**src/shared/line_receive_channel_control_defs.vh**
```
// constants for the twelve-channel receive path control bank
// Functional notes
// - two control registers per channel, addresses m5 and m6
// - analog loss detector off when bit4 set
// - analog disable honoured only in DS3/STS-1
// - bit3 picks recovered data launch edge
// - bit2 mutes both rails during loss defect
// - bit1 selects receive monitor mode
// - monitor mode suppresses all loss indication
// - bit0 enables receive equalizer
// - bit5 disables digital loss detector
`ifndef LINE_RECEIVE_CHANNEL_CONTROL_DEFS_VH
`define LINE_RECEIVE_CHANNEL_CONTROL_DEFS_VH
`define RPC_LOW_NIBBLE 4'h5
`define CMC_LOW_NIBBLE 4'h6
`define RPC_BIT_DIGITAL_SIGNAL_LOSS_DETECTOR_DIS 5
`define RPC_BIT_ANALOG_SIGNAL_LOSS_DETECTOR_DIS 4
`define RPC_BIT_CLK_INV 3
`define RPC_BIT_MUTE 2
`define RPC_BIT_MONITOR 1
`define RPC_BIT_EQ_EN 0
`define RPC_WRITE_MASK 8'h3f
`define RPC_RESET 8'h00
`define CMC_RESET 8'h00
`define CMC_WRITE_MASK 8'h3f
`define CMC_BIT_E3 2
`define CMC_BIT_STS1 1
`define NUM_CHANNELS 12
`endif

```
**src/verilog/line_receive_channel_control.v**
```verilog
// per-channel receive control registers and recovered data output stage
`timescale 1ns/1ps
`default_nettype none
`include "line_receive_channel_control_defs.vh"
module line_receive_channel_control #(
  parameter N = `NUM_CHANNELS
) (
  input wire sys_clk_i,
  input wire rst_n_i,
  input wire [7:0] addr_i,
  input wire [7:0] wdata_i,
  input wire wr_i,
  input wire rd_i,
  output reg [7:0] rdata_o,
  input wire [N-1:0] recovered_clock_pin_i,
  input wire [N-1:0] rx_pos_data_i,
  input wire [N-1:0] rx_neg_data_i,
  input wire [N-1:0] analog_loss_raw_i,
  input wire [N-1:0] digital_loss_raw_i,
  output reg [N-1:0] recovered_positive_rail_out_o,
  output reg [N-1:0] recovered_negative_rail_out_o,
  output wire [N-1:0] signal_loss_defect_o,
  output wire [N-1:0] equalizer_enable_o,
  output wire [N-1:0] monitor_mode_o,
  output wire [N-1:0] european_rate_select_o
);
  // ----------------------------------------
  // address decode
  // ----------------------------------------
  // channel map skips m=6,7: valid high nibbles 0-5 and 8-d
  reg [3:0] chan;
  reg chan_ok;
  always @* begin
    chan_ok = 1'b1;
    if (addr_i[7:4] <= 4'h5) begin
      chan = addr_i[7:4];
    end else if (addr_i[7:4] >= 4'h8 && addr_i[7:4] <= 4'hd) begin
      chan = addr_i[7:4] - 4'h2;
    end else begin
      chan = 4'h0;
      chan_ok = 1'b0;
    end
  end

  // a narrower build must not alias the upper channel codes
  wire chan_hit;
  assign chan_hit = chan_ok && (chan < N);

  wire sel_rpc;
  assign sel_rpc = chan_hit && (addr_i[3:0] == `RPC_LOW_NIBBLE);

  wire sel_cmc;
  assign sel_cmc = chan_hit && (addr_i[3:0] == `CMC_LOW_NIBBLE);

  // ----------------------------------------
  // write strobes
  // ----------------------------------------
  // one strobe per channel so the storage has a single writer
  reg [N-1:0] wr_rpc;
  reg [N-1:0] wr_cmc;
  integer j;
  always @* begin
    wr_rpc = {N{1'b0}};
    wr_cmc = {N{1'b0}};
    for (j = 0; j < N; j = j + 1) begin
      if (wr_i && sel_rpc && chan == j) begin
        wr_rpc[j] = 1'b1;
      end
      if (wr_i && sel_cmc && chan == j) begin
        wr_cmc[j] = 1'b1;
      end
    end
  end

  // ----------------------------------------
  // register storage
  // ----------------------------------------
  reg [7:0] rpc [0:N-1];
  reg [7:0] cmc [0:N-1];
  integer i;
  always @(posedge sys_clk_i) begin
    if (!rst_n_i) begin
      for (i = 0; i < N; i = i + 1) begin
        rpc[i] <= `RPC_RESET;
        cmc[i] <= `CMC_RESET;
      end
    end else begin
      for (i = 0; i < N; i = i + 1) begin
        if (wr_rpc[i]) begin
          rpc[i] <= wdata_i & `RPC_WRITE_MASK;
        end
        if (wr_cmc[i]) begin
          cmc[i] <= wdata_i & `CMC_WRITE_MASK;
        end
      end
    end
  end

  // ----------------------------------------
  // read port
  // ----------------------------------------
  // unmapped codes read zero, data holds between reads
  always @(posedge sys_clk_i) begin
    if (!rst_n_i) begin
      rdata_o <= 8'h00;
    end else if (rd_i) begin
      if (sel_rpc) begin
        rdata_o <= rpc[chan] & `RPC_WRITE_MASK;
      end else if (sel_cmc) begin
        rdata_o <= cmc[chan] & `CMC_WRITE_MASK;
      end else begin
        rdata_o <= 8'h00;
      end
    end
  end

  // ----------------------------------------
  // per-channel logic
  // ----------------------------------------
  wire [N-1:0] launch_vec;
  wire [N-1:0] mute_vec;
  genvar g;
  generate
    for (g = 0; g < N; g = g + 1) begin : ch
      reg [1:0] clk_sync;
      reg [1:0] analog_signal_loss_detector_sync;
      reg [1:0] digital_signal_loss_detector_sync;
      reg clk_prev;

      // recovered clock is asynchronous: two flops before use
      always @(posedge sys_clk_i) begin
        if (!rst_n_i) begin
          clk_sync <= 2'b00;
        end else begin
          clk_sync <= {clk_sync[0], recovered_clock_pin_i[g]};
        end
      end

      // raw detector flags come from the analog side
      always @(posedge sys_clk_i) begin
        if (!rst_n_i) begin
          analog_signal_loss_detector_sync <= 2'b00;
        end else begin
          analog_signal_loss_detector_sync <= {analog_signal_loss_detector_sync[0], analog_loss_raw_i[g]};
        end
      end

      always @(posedge sys_clk_i) begin
        if (!rst_n_i) begin
          digital_signal_loss_detector_sync <= 2'b00;
        end else begin
          digital_signal_loss_detector_sync <= {digital_signal_loss_detector_sync[0], digital_loss_raw_i[g]};
        end
      end

      // previous level for edge detect; reset matches idle low clock
      always @(posedge sys_clk_i) begin
        if (!rst_n_i) begin
          clk_prev <= 1'b0;
        end else begin
          clk_prev <= clk_sync[1];
        end
      end

      wire is_e3;
      assign is_e3 = cmc[g][`CMC_BIT_E3];

      wire analog_signal_loss_detector_on;
      assign analog_signal_loss_detector_on = !(rpc[g][`RPC_BIT_ANALOG_SIGNAL_LOSS_DETECTOR_DIS] && !is_e3);

      wire digital_signal_loss_detector_on;
      assign digital_signal_loss_detector_on = !rpc[g][`RPC_BIT_DIGITAL_SIGNAL_LOSS_DETECTOR_DIS];

      wire raw_loss;
      assign raw_loss = (analog_signal_loss_detector_on && analog_signal_loss_detector_sync[1]) ||
        (digital_signal_loss_detector_on && digital_signal_loss_detector_sync[1]);

      wire loss;
      assign loss = !rpc[g][`RPC_BIT_MONITOR] && raw_loss;
      assign signal_loss_defect_o[g] = loss;

      assign monitor_mode_o[g] = rpc[g][`RPC_BIT_MONITOR];

      assign equalizer_enable_o[g] = rpc[g][`RPC_BIT_EQ_EN];

      assign european_rate_select_o[g] = is_e3;

      wire rise;
      assign rise = !clk_prev && clk_sync[1];
      wire fall;
      assign fall = clk_prev && !clk_sync[1];

      assign launch_vec[g] = rpc[g][`RPC_BIT_CLK_INV] ? fall : rise;

      assign mute_vec[g] = rpc[g][`RPC_BIT_MUTE] && loss;
    end
  endgenerate

  // ----------------------------------------
  // recovered data output stage
  // ----------------------------------------
  // edge seen about three clocks late; fine at link rates below fclk/6
  integer k;
  always @(posedge sys_clk_i) begin
    if (!rst_n_i) begin
      recovered_positive_rail_out_o <= {N{1'b0}};
      recovered_negative_rail_out_o <= {N{1'b0}};
    end else begin
      for (k = 0; k < N; k = k + 1) begin
        if (mute_vec[k]) begin
          recovered_positive_rail_out_o[k] <= 1'b0;
          recovered_negative_rail_out_o[k] <= 1'b0;
        end else if (launch_vec[k]) begin
          recovered_positive_rail_out_o[k] <= rx_pos_data_i[k];
          recovered_negative_rail_out_o[k] <= rx_neg_data_i[k];
        end
      end
    end
  end
endmodule
`default_nettype wire

```
**config.mk**
```make
export PLATFORM = sky130hd
export DESIGN_NAME = line_receive_channel_control
export DESIGN_NICKNAME = d
export VERILOG_FILES = /design/src/verilog/line_receive_channel_control.v
export VERILOG_INCLUDE_DIRS = /design/src /design/src/shared
export SDC_FILE = /design/constraint.sdc
export NUM_CORES = 1
export LEC_CHECK = 0
export BUFFER_PORTS_ARGS = -buffer_cell sky130_fd_sc_hd__buf_2
export CAP_MARGIN = 10
export CORE_MARGIN = 2
export CORE_UTILIZATION = 45
export CTS_CLUSTER_DIAMETER = 120
export CTS_CLUSTER_SIZE = 14
export DETAILED_ROUTE_END_ITERATION = 12
export PLACE_DENSITY = 0.65
export REMOVE_ABC_BUFFERS = 1
export SYNTH_ARGS = -nofsm -noshare
export SYNTH_HDL_FRONTEND = slang
export SYNTH_SLANG_ARGS = --single-unit
```
**constraint.sdc**
```tcl
create_clock -name sys_clk_i -period 4.3 [get_ports sys_clk_i]
set_clock_uncertainty 0.05 [all_clocks]
set_input_delay 0.645 -clock sys_clk_i [delete_from_list [all_inputs] [get_ports sys_clk_i]]
set_output_delay 0.645 -clock sys_clk_i [all_outputs]
set_load 0.02 [all_outputs]
```
; ---- Word level (Yosys, flattened, before mapping)
; Memories as Yosys holds them, arrays and structs flattened.
; Index checks and enable logic that the tools add are counted.
[op_classes]
add_sub_neg = 1
order_cmp = 4
eq_ne = 13
n_mux = 139
n_bitwise = 25
reduce_logical = 211
[op_table]
columns = operator, n
row1 = $mux W6, 26
row2 = $logic_and A1 B1 Y1, 114
row3 = $mux W1, 111
row4 = $logic_not A1 Y1, 72
row5 = $eq A4 B3 Y1 const B, 6
row6 = $or A1 B1 Y1, 24
row7 = $reduce_or A2 Y1, 12
row8 = $eq A4 B4 Y1 const B, 4
row9 = $logic_or A1 B1 Y1, 12
row10 = $eq A4 B2 Y1 const B, 2
row11 = $mux W4, 2
row12 = $eq A4 B1 Y1 const B, 1
row13 = $ge A4 B4 Y1 const B, 1
row14 = $le A4 B3 Y1 const B, 1
row15 = $le A4 B4 Y1 const B, 1
row16 = $logic_not A4 Y1, 1
row17 = $lt A4 B4 Y1 const B, 1
row18 = $sub A4 B2 Y4 const B, 1
row19 = $not A1 Y1, 1
[totals]
register_bits = 116
mem_bits_rw = 144
input_bits = 80
output_inout_bits = 80
word_cells = 468
n_memories = 2
[memory_table]
columns = name, words, width, read_ports, rd_clocked_by_memory_dff, wr, line_no
row1 = cmc, 12, 6, 13, 0, 12, line_receive_channel_control.v:79  ; reg [7:0] cmc [0:N-1];
row2 = rpc, 12, 6, 13, 0, 12, line_receive_channel_control.v:78  ; reg [7:0] rpc [0:N-1];

; ---- Longest topological paths before layout
; Gate-level depths: netlist of the first run.
[depth]
ltp_word = 14
ltp_mapped = 9
depth_no_buf = 7

; ---- Worst setup path before layout of the first run
; No wires, ideal clock.
[synth_path]
kind = input to register
from = input port addr_i[5]
to = memory cmc[10][0] (netlist bit), enable pin
setup_ns = 0.330
arrival_time_ns = 2.359
required_time_ns = 3.920
slack_ns = 1.560
cell_stages = 6
n_path_buf = 1
cell_sequence = ha_1 -> or3b_4 -> or3b_1 -> buf_6 -> or3_4 -> o21ai_2
[synth_lines]
columns = item, line_no
row1 = from (decl), line_receive_channel_control.v:10  ; input wire [7:0] addr_i,
row2 = to (decl), line_receive_channel_control.v:79

==> results.txt, run 1 <==
- Before CTS, the worst setup slack after placement is 1.04 ns.
- Sum of overflow across all layers after global routing: 0
* Cts-stage hold buffer count: 0
- The detail route stage leaves a number of antenna-violating nets equal to 0.
* Total power per unit cell area: 424 nW/um^2
* DP HPWL: 17.0 mm
* Max_cap viols: 0
- The number of gates resized after CTS was 0.
- The critical path ends at cmc[3][2].
* CTS root buf: clkbuf_16
* Detailed-route wire length per cell: 17.6 microns
- By instance count, the cell type seen most on the critical path is nand2_1.
* Worst-margin pin slew: 1.15 ns
* Highest ir drop seen on vdd: 0.000249 V
- Max-Slew Margin vs Limit: 23.2%
- With fillers left out, the area of the finished cells amounts to 12000 sq um.
* Post-detailed-route via-to-cell ratio: 5.12
- Cells fill 51.2% of the core in the end.
- After synthesis, the largest area contributor takes up 40.4% of total cell area.
* Global-route wire length before repair: 36.4 mm
* Startpoint of the worst setup timing path: addr_i[5]
* Warning count from the yosys run: 0
* Worst-case register-to-register setup slack: 2.57 ns
- Type of the most critical hold path: in -> reg
- Period Utilization, post-route: 64.5%
- The worst setup path is captured at a register.
* Number of clock sinks: 258
- Measured along the y axis, the die boundary spans 158 microns.
* Reg-to-reg endpoint: rdata_o[5]
- Max Buffers Root-to-Sink: 3
- CTS built an H-tree with a depth of 1.
- In this run the static leakage power is 4.60 nW.
- Initial cell density of the core: 45.7%
- Routability-driven placement finished with a final weighted congestion of 0.890.
* Data required time at the worst endpoint: 4.44 ns
- Total Die Area: 25000 sq um
- Fraction of final layout cells with drive strength greater than 1: 22.7%
- After the first detailed-routing iteration, the DRC count stood at 550.
* Postcts setup bufs: 0
* Maximum fanout along the worst path: 8
- FMAX: 360 MHz
* Mean instance size in the synthesized netlist: 11.2 sq um
* Largest area contributor in the synthesized netlist: edfxtp_1
* Vias in the first global route: 6735
- The later pin in the worst-skew pair is clocked with a latency of 0.51 ns.
* Number of clock buffers inserted by TritonCTS: 22
- Antenna violations before repair: 0
- Total power of the final layout: 5.08 mW
* Count of flip-flops with a built-in enable after synthesis: 144
- Nets: 1129
* Ports: 160
* Synthesized area: 10700 sq um
* Worst Setup Start Kind: input pin
- Setup violations remaining at the end of the flow were counted as 0.
* Shortest period the worst path allows: 2.77 ns
- Total wire length after detailed routing: 24.3 mm
* Antenna diode count: 0
- After floorplanning, the core was sized to cover 23400 sq um.
- Most common flop cell mapped by yosys: edfxtp_1
- Count of cells along the worst register-to-register path: 5
- Number of distinct library cells after synthesis: 46
- Count of mapped cells out of synthesis: 958
- After synthesis, flip-flops and latches occupy 61.8% of the total area.
* Worst Path Class, Setup: in -> reg
- Slew Viols, Final: 0
- Critical Path Slowest Stage Cell: nor3b_1
* Maximum cell stage delay along the critical path: 0.49 ns
* DR vias: 7081
- The run finished with clean final reports.
- The final hold violation count came to 0.
* Clock edge transition at the registers on the reported setup and hold paths: 0.07 ns
- STA puts the critical path data arrival time at 2.91 ns.
- Synth area leaders: edfxtp_1, dfxtp_1, nor2_1, and2_1, buf_4
* Syn-to-layout area delta: 12.0%
- Fin Setup TNS: 0 ns
* Count of input and output buffers: 155
- Ys async rst share: 0%
* Pin count of the biggest net entering global routing: 57
* Unrepaired setup endpoints after global routing: false
- TritonCTS built the clock tree.
* Worst flop-to-flop path startpoint: rpc[3][5]
- Walking the worst path, the cells encountered are buf_2 -> ha_1 -> or3b_4 -> nor3b_1 -> nand2_1 -> nor2_1 -> nand3_1 -> nand2_1.
- Setup slack closes at 1.53 ns.
- Row generation in the floorplan step produced 56 rows.
* Total Routing Usage GR: 19.0%
- DRC violation count after routing: 0
- Number of iterations in the first detailed-routing pass: 5
- The die is 158 microns wide.
* Number of synthesized register bits: 258
- Once placement finished, the instance area stood at 11300 sq um.
==> state kept, by name, summed over array words and instances (netlist names) <==
signal,count
rpc,72
ch.analog_signal_loss_detector_sync,24
ch.digital_signal_loss_detector_sync,24
ch.clk_sync,24
recovered_negative_rail_out_o,12
cmc,72
ch.clk_prev,12
recovered_positive_rail_out_o,12
rdata_o,6
==> cells in the mapped netlist, drive strengths merged, types with 3 or more instances <==
| cell | n |
|---|---|
| a21oi | 19 |
| a31oi | 6 |
| and2 | 84 |
| nor3b | 3 |
| a222oi | 21 |
| mux2 | 28 |
| nand3b | 13 |
| edfxtp | 144 |
| buf | 67 |
| nand3 | 4 |
| clkbuf | 32 |
| nand2 | 74 |
| dfxtp | 114 |
| o22ai | 17 |
| o221ai | 10 |
| nand2b | 26 |
| mux2i | 29 |
| o21ai | 51 |
| inv | 21 |
| nor2 | 177 |
==> placed cells by master (no fill, tap or decap), types with 3 or more instances in the layout <==
cell         n
nor2_1     163
buf_2      154
edfxtp_1   144
dfxtp_1    114
and2_1      84
nand2_1     72
o21ai_0     41
mux2i_1     29
mux2_2      28
nand2b_1    26
clkbuf_16   23
a222oi_1    21
inv_1       20
a21oi_1     19
o22ai_1     17
clkbuf_1    16
nor2_2      14
nand3b_1    12
o221ai_1    10
buf_4        9
o21ai_1      7
a31oi_1      6
nand3_1      4
o21ai_2      3
==> metrics by stage <==
| step | hold WS (ns) | std cells |
|---|---|---|
| after floorplan | 0.362 | 860 |
| after global placement | 0.365 | 1342 |
| after detailed placement | 0.368 | 1342 |
| after CTS | 0.272 | 1382 |
| after global routing | 0.280 | 1382 |
| final | 0.284 | 1382 |
==> layer usage <==
layer | vias up | wire length (microns) | share of wire, % | GRT usage, %
met5 | - | 0 | 0 | 0
met4 | 0 | 544 | 2.2 | 6.48
met3 | 36 | 1640 | 6.7 | 3.23
met2 | 236 | 11700 | 48 | 31.8
met1 | 3370 | 10500 | 43 | 25.3
li1 | 3439 | - | - | -
==> worst min-delay path by stage <==
stage	from	endpoint	slack [ns]	depth (start not counted)
floorplan	ch[0].analog_signal_loss_detector_sync[0]	ch[0].analog_signal_loss_detector_sync[1]	0.36	1
global placement	ch[6].analog_signal_loss_detector_sync[0]	ch[6].analog_signal_loss_detector_sync[1]	0.36	1
detailed placement	ch[1].clk_sync[0]	ch[1].clk_sync[1]	0.37	1
CTS	analog_loss_raw_i[11]	ch[11].analog_signal_loss_detector_sync[0]	0.27	2
global route	analog_loss_raw_i[11]	ch[11].analog_signal_loss_detector_sync[0]	0.28	2
finish	analog_loss_raw_i[6]	ch[6].analog_signal_loss_detector_sync[0]	0.28	2
==> report_power, final <==
part	internal [mW]	switching [mW]	leakage (nW)
Sequential	2.72	0.0591	2.31
Clock	1.00	0.848	0.307
Combinational	0.162	0.288	1.99
Total	3.89	1.20	4.60
==> cells by family after synthesis <==
kind of cell | Yosys count | share of synthesized area (%)
simple gates | 391 | 18.0
fa+ha+maj | 2 | 0.234
xor+xnor | 1 | 0.0819
mux | 57 | 5.66
compound gates | 128 | 7.79
buf+inv | 120 | 6.41
other cells | 1 | 0.0351
flops | 258 | 61.8
==> final cells by class <==
class	instances	area (sq um)
Inverter	21	78.8
Timing Repair Buffer	163	838
Tap cell	319	399
Multi-Input combinational cell	581	3410
Sequential cell	258	6610
Clock buffer	39	636
Fill cell	2130	11400
Clock inverter	1	8.76
==> worst max-delay path, delay by kind of cell <==
kind                     cells  cell delay, ns
AND/OR/NAND/NOR              6            1.91
adder cells (fa/ha/maj)      1            0.20
buffers and inverters        1            0.15
(Power assumes the default switching activity.)
==> inputs of run 2 (changes only) <==
--- a/config.mk
+++ b/config.mk
@@ -6,6 +6,7 @@
 export SDC_FILE = /design/constraint.sdc
 export NUM_CORES = 1
 export LEC_CHECK = 0
+export ABC_AREA = 1
 export BUFFER_PORTS_ARGS = -buffer_cell sky130_fd_sc_hd__buf_2
 export CAP_MARGIN = 10
 export CORE_MARGIN = 2
@@ -13,7 +14,6 @@
 export CTS_CLUSTER_DIAMETER = 120
 export CTS_CLUSTER_SIZE = 14
 export DETAILED_ROUTE_END_ITERATION = 12
-export PLACE_DENSITY = 0.65
 export REMOVE_ABC_BUFFERS = 1
 export SYNTH_ARGS = -nofsm -noshare
 export SYNTH_HDL_FRONTEND = slang
==> constraint.sdc (replaced) <==
create_clock -name sys_clk_i -period 2.7 [get_ports sys_clk_i]
set_clock_uncertainty 0.05 [all_clocks]
set_input_delay 0.405 -clock sys_clk_i [delete_from_list [all_inputs] [get_ports sys_clk_i]]
set_output_delay 0.405 -clock sys_clk_i [all_outputs]
set_load 0.02 [all_outputs]
==> run 2 against run 1 <==
Net effect: final area is 9.4% higher; critical path depth is 3 lower; largest power group unchanged; combinational power is 98% higher; cell count is 35% higher; sequential power is 59% higher.
==> results.txt, run 2 <==
- For this run, the number of Yosys warnings is 0.
* Final-layout fill cell count: 2473
- The worst setup path is launched from a register.
- Summed over all nets, the switching power comes to 2.08 mW.
* Final hold viol count: 0
- For the pin with the worst max-slew slack, the measured transition is 0.586 ns.
- Nets: 1598
- Count of flip-flops with a built-in enable after synthesis: 144
- The cell count after synthesis came out at 1400.
- In the synthesized netlist the async set-or-reset flop fraction comes to 0%.
- For the worst setup path, the data required time is 2.25 ns.
- Data on the critical path arrives at its endpoint at 1.55 ns.
- Maximum fanout along the worst path: 2
* Largest area contributor in the synthesized netlist: edfxtp_1
- Most common cell after layout, fill and taps aside: nand2_1
- The die covers 27200 sq um.
- List of most frequent post-synthesis cells: nand2_1, inv_1, edfxtp_1, nor2_1, dfxtp_1
* Clock edge transition at the registers on the reported setup and hold paths: 0.08 ns
- Yosys top cell area share: 37.2%
- Worst Path Class, Setup: reg -> out
- In the final layout, the share of cells above drive strength 1 is 16.6%.
* Most used cells in the layout excluding fill and tap cells: nand2_1, inv_1, buf_2
* Skew-Pair Late Insertion Delay: 0.51 ns
- Vias in the first global route: 8172
* Shortest period the worst path allows: 2.01 ns
- Run status: finished clean
- Across every metal layer, demand over resource in global routing totals 20.1%.
* Ports: 160
- Synthesized area: 11600 sq um
- In this run the static leakage power is 6.44 nW.
* Kind of end point of the critical path: output port
- Number of clock sinks: 258
* Part of the total power dissipated in sequential elements: 53.4%
- Summed over all nets, the half-perimeter wirelength after detailed placement is 19.0 mm.
- Measured along the x axis, the die boundary spans 165 microns.
- Total power of the final layout: 8.28 mW
- In this run the standard cell core region covers 25300 sq um.
- The congestion estimate from routability-driven global placement came to 0.847.
- In the post-synthesis netlist, the cell with the most instances is nand2_1.
- Per report_power, the combinational group accounts for 10.8% of the total.
- Per report_power, the clock group accounts for 35.8% of the total.
- Pin count of the biggest net entering global routing: 54
* DR vias: 8778
- Dividing the detail-routed via count by the number of cells gives 4.71.
* Portion of the post-synthesis area used by sequential elements: 56.8%
- Detailed-route wire length per cell: 14.7 microns
- The netlist uses 29 different library cells.
- Synthesis inferred 258 register bits.
- Largest registers: cmc (72), rpc (72)
* Global-route wire length before repair: 42.1 mm
- Std cell rows: 58
- Final setup viols: 0
- Number of DRC markers after the initial detailed-route iteration: 574
- Yosys attributes the largest share of cell area to edfxtp_1, dfxtp_1, nand2_1, inv_1, nor2_1.
* Number of nets with antenna violations after detailed routing: 0
- Headroom to the max-slew limit came out at 60.9%.
- Unrepaired setup endpoints after global routing: false
* Total power per unit cell area: 632 nW/um^2
- Most common flop cell mapped by yosys: edfxtp_1
- TritonCTS built the clock tree.
* Number of iterations in the first detailed-routing pass: 7
- The initial utilization of the core area, before any placement, comes to 46.1%.
- End-of-flow core utilization: 51.9%
- The initial antenna violation count was 0.
- Static timing analysis puts the maximum clock frequency at 498 MHz.
- Slew Viols, Final: 0
* Highest ir drop seen on vdd: 0.000432 V
- The path class of the tightest hold or removal check is in -> reg.
- CTS root buf: clkbuf_16
- After routing the design area is 13100 sq um.
- DRC violation count after routing: 0
- Buffers placed on the I/O ports in this run total 155.
- Total cell area at the placement stage: 12400 sq um
- Max-cap violations in this run came to 0.
* Max Buffers Root-to-Sink: 3
* Period Utilization, post-route: 74.3%
- Total wire length after detailed routing: 27.3 mm
* Internal power summed over all cells: 6.21 mW
* Syn-to-layout area delta: 12.6%
* Net switching share of the total power: 25.1%
* Sum of overflow across all layers after global routing: 0
* Hold WS: 0.0200 ns
* Die height: 165 microns
- In this run the number of H-tree levels came out at 1.
- Mean instance size in the synthesized netlist: 8.31 sq um
- Number of clock buffers inserted by TritonCTS: 22
run 2: stage by stage:
stage / worst slack, ns / cells / TNS (ns)
finish: 0.693 / 1863 / 0
global route: 0.597 / 1862 / 0
CTS: 0.681 / 1862 / 0
detailed placement: 0.367 / 1821 / 0
global placement: 0.389 / 1821 / 0
floorplan: -0.578 / 1291 / -36.40
run 2: area by class of cell:
class                           count  area [sq um]  share of cell area [%]
Multi-Input combinational cell    862          3670                    28.0
Inverter                          171           642                    4.90
Timing Repair Buffer              201          1130                    8.59
Clock buffer                       39           636                    4.85
Tap cell                          330           413                    3.15
Antenna cell                        1          2.50                  0.0191
Clock inverter                      1          8.76                  0.0668
Sequential cell                   258          6610                    50.4
run 2: layer usage:
metal | GRT usage (%) | wire length [microns] | vias to the layer above
met5 | 0 | 0 | -
met4 | 6.13 | 676 | 0
met3 | 2.71 | 1830 | 47
met2 | 34.3 | 12800 | 278
met1 | 26.8 | 12000 | 3938
li1 | - | - | 4515
run 2: what timing repair did:
item                                   in CTS  in global routing
endpoints found under the hold margin       1                  0
resized for setup                           0                  0
hold buffers                                1                  0
setup buffers                               0                  0
run 2: worst paths after layout:
check	startpoint	to	slack [ns]	cells past startpoint
worst max register to register	cmc[3][2]	rdata_o[2]	1.32	10
worst min-delay path	recovered_clock_pin_i[2]	ch[2].clk_sync[0]	0.02	3
worst min register to register	ch[0].analog_signal_loss_detector_sync[0]	ch[0].analog_signal_loss_detector_sync[1]	0.35	2
worst max-delay path	cmc[9][2]	signal_loss_defect_o[9]	0.69	5
run 2: logic make-up (layout without fill, tap and decap cells):
logic type	count (synthesis)	count (layout)	share of synthesized area [%]
and+or+nand+nor	787	787	28.1
other	1	3	0.0322
DFF	258	258	56.8
adders and majority gates	2	2	0.215
buffers and inverters	281	412	11.8
AOI/OAI and AO/OA	71	71	3.17
run 2: power by group through the flow:
stage | Combinational, mW | Sequential (mW) | Clock, mW
6_report | 0.892 | 4.42 | 2.97
5_1_grt | 1.00 | 4.44 | 3.19
4_1_cts | 0.900 | 4.42 | 3.04
3_5_place_dp | 0.895 | 4.51 | 0
3_3_place_gp | 0.889 | 4.51 | 0
2_1_floorplan | 0.462 | 4.54 | 0
run 2: critical path, stage by stage, from the launching register on:
cell      delay, ns
edfxtp_1       0.40
inv_1          0.10
nand2_1        0.10
nand2_1        0.05
a21oi_1        0.18
buf_2          0.20
==> inputs of run 3 (changes only) <==
==> constraint.sdc (replaced) <==
create_clock -name sys_clk_i -period 2 [get_ports sys_clk_i]
set_clock_uncertainty 0.05 [all_clocks]
set_input_delay 0.3 -clock sys_clk_i [delete_from_list [all_inputs] [get_ports sys_clk_i]]
set_output_delay 0.3 -clock sys_clk_i [all_outputs]
set_load 0.02 [all_outputs]
==> run 3 against run 2 <==
Net effect: sequential share of layout area down 3.3 points; worst setup slack worse by 0.56 ns; combinational power up 54%; via count up 4.1%; clock-buffer cell count fell by 1; non-clock buffer count rose by 86.
==> results.txt, run 3 (synthesized netlist as in run 2, its figures left out) <==
- The design draws 11.3 mW.
- In the layout the commonest cells are nand2_1, inv_1, buf_2.
- H-Tree Depth: 1
- End-of-flow core utilization: 55.5%
- Pin count of the biggest net entering global routing: 100
- The initial antenna violation count came to 0.
- Unrepaired setup endpoints after global routing: false
- Data required time at the worst endpoint: 1.65 ns
* Initial cell density of the core: 46.1%
- Of the cells placed in the final design, the portion with a size suffix greater than 1 is 17.4%.
- Global routing used 20.9% of the available tracks.
- Final hold viol count: 0
* Period Utilization, post-route: 93.4%
- Internal power summed over all cells: 8.51 mW
* Weighted congestion at the end of routability-driven global placement: 0.837
* Max_cap viols: 0
- The number of max-slew violations in the final report was 0.
- In the final routed layout, each cell accounts on average for 14.6 microns.
- Clock tree from TritonCTS: built
* Worst Setup Start Kind: register
* Type of the most critical hold path: in -> reg
* Kind of end point of the critical path: output port
* Count of cells along the worst register-to-register path: 10
- Share of power burned in combinational logic: 12.1%
- Number of clock buffers inserted by TritonCTS: 22
- Global-route wire length before repair: 44.1 mm
- Compared with the post-synthesis result, the final layout area differs by 20.4%.
* Net switching share of the total power: 25.0%
- Number of DRC markers after the initial detailed-route iteration: 554
- Count of input and output buffers: 155
- The analysis attributes to cell leakage a power of 6.86 nW.
- For this design the ratio of total power to cell area is 809 nW/um^2.
- Setup violations remaining at the end of the flow were counted as 0.
- Worst Path Class, Setup: reg -> out
- For this run, the post-layout net count is 1684.
- Crit path setup slack, layout: 0.133 ns
- Skew-Pair Late Insertion Delay: 0.51 ns
* Final cell count without fillers: 1947
- Part of the total power dissipated in sequential elements: 52.7%
- DRC violation count after routing: 0
- Number of iterations in the first detailed-routing pass: 5
* Total Die Area: 27200 sq um
- Highest ir drop seen on vdd: 0.000549 V
- Run status: finished clean
* Post-detailed-route via-to-cell ratio: 4.69
* Total wire length after detailed routing: 28.5 mm
- The largest registers in the layout are cmc (72), rpc (72).
- Placed cell count: 1848
- Number of clock sinks: 258
* Endpoint arrival time on the critical path: 1.52 ns
- Hold WS: 0.0308 ns
- Counting I/O delays and the setup requirement, the final critical path takes 1.87 ns.
* Maximum fanout along the worst path: 2
* DP HPWL: 19.6 mm
- The core region is 25300 sq um.
- The routed layout has 9141 vias.
* Pre-CTS setup slack: -0.121 ns
- The layout has 2365 filler cells.
- Sum of overflow across all layers after global routing: 0
- 0 antenna diodes ended up in the layout.
- CTS root buf: clkbuf_16
* Ports: 160
- Die height: 165 microns
- FMAX: 535 MHz
* Postcts setup bufs: 0
* Worst Hold Path Cells: 3
* Most common cell after layout, fill and taps aside: nand2_1
* Die Span X: 165 microns
- The clock network is responsible for 35.3% of the overall power.
- Once detail routing completed, the nets flagged for antenna violations numbered 0.
- After clock tree synthesis, the clock-pin slew on the worst setup and hold paths is 0.07 ns.
* Vias in the first global route: 8752
* Std cell rows: 58
* Net switching component of the power: 2.83 mW
- The longest clock path from root to sink contains 3 buffers.
-- run 3: timing repair --
| action | CTS | global route |
|---|---|---|
| hold buffers | 60 | 0 |
| gates resized for setup | 0 | 1 |
| hold endpoints to repair | 60 | 0 |
| endpoints found under the setup margin | 0 | 1 |
-- run 3: final timing paths --
kind	from	endpoint	slack [ns]
worst max register to register	cmc[1][2]	rdata_o[2]	0.64
worst min-delay path	rst_n_i	ch[3].clk_sync[0]	0.03
worst max-delay path	cmc[2][2]	signal_loss_defect_o[2]	0.13
worst min register to register	ch[3].clk_sync[0]	ch[3].clk_sync[1]	0.36
-- run 3: area by class of cell --
class	instances	area [sq um]	area share, %
well taps	330	413	2.95
flip-flops and latches	258	6610	47.1
multi-input cells	862	3670	26.2
inverters	171	642	4.58
clock buffers	38	632	4.51
repair buffers	287	2050	14.6
clock inverters	1	8.76	0.0625
-- run 3: critical path, cell delays in order, from the launching register on --
cell and delay [ns]:
edfxtp_1 0.38, inv_1 0.09, nand2_1 0.08, nand2_1 0.05, a21oi_1 0.20, buf_4 0.19
-- run 3: metrics by stage --
| step | area (sq um) | setup TNS (ns) |
|---|---|---|
| 6_report | 14000 | 0 |
| 5_1_grt | 14000 | 0 |
| 4_1_cts | 14000 | 0 |
| 3_5_place_dp | 12800 | -5.66 |
| 3_3_place_gp | 12800 | -3.47 |
| 2_1_floorplan | 10900 | -162.84 |
-- run 3: layer usage --
metal  vias to the layer above  track usage, %  wire length, microns
met5                         -               0                     0
met2                       220            36.4                 13600
met4                         0            6.05                   719
li1                       4685               -                     -
met1                      4190            27.2                 12600
met3                        46            3.09                  1590
-- run 3: power groups by stage --
stage                     combinational (mW)  sequential, mW  clock, mW
after detailed placement                1.28            6.09          0
after CTS                               1.38            5.97       4.11
final                                   1.37            5.97       4.00
after global routing                    1.52            5.99       4.30
after global placement                  1.27            6.09          0
after floorplan                        0.624            6.13          0
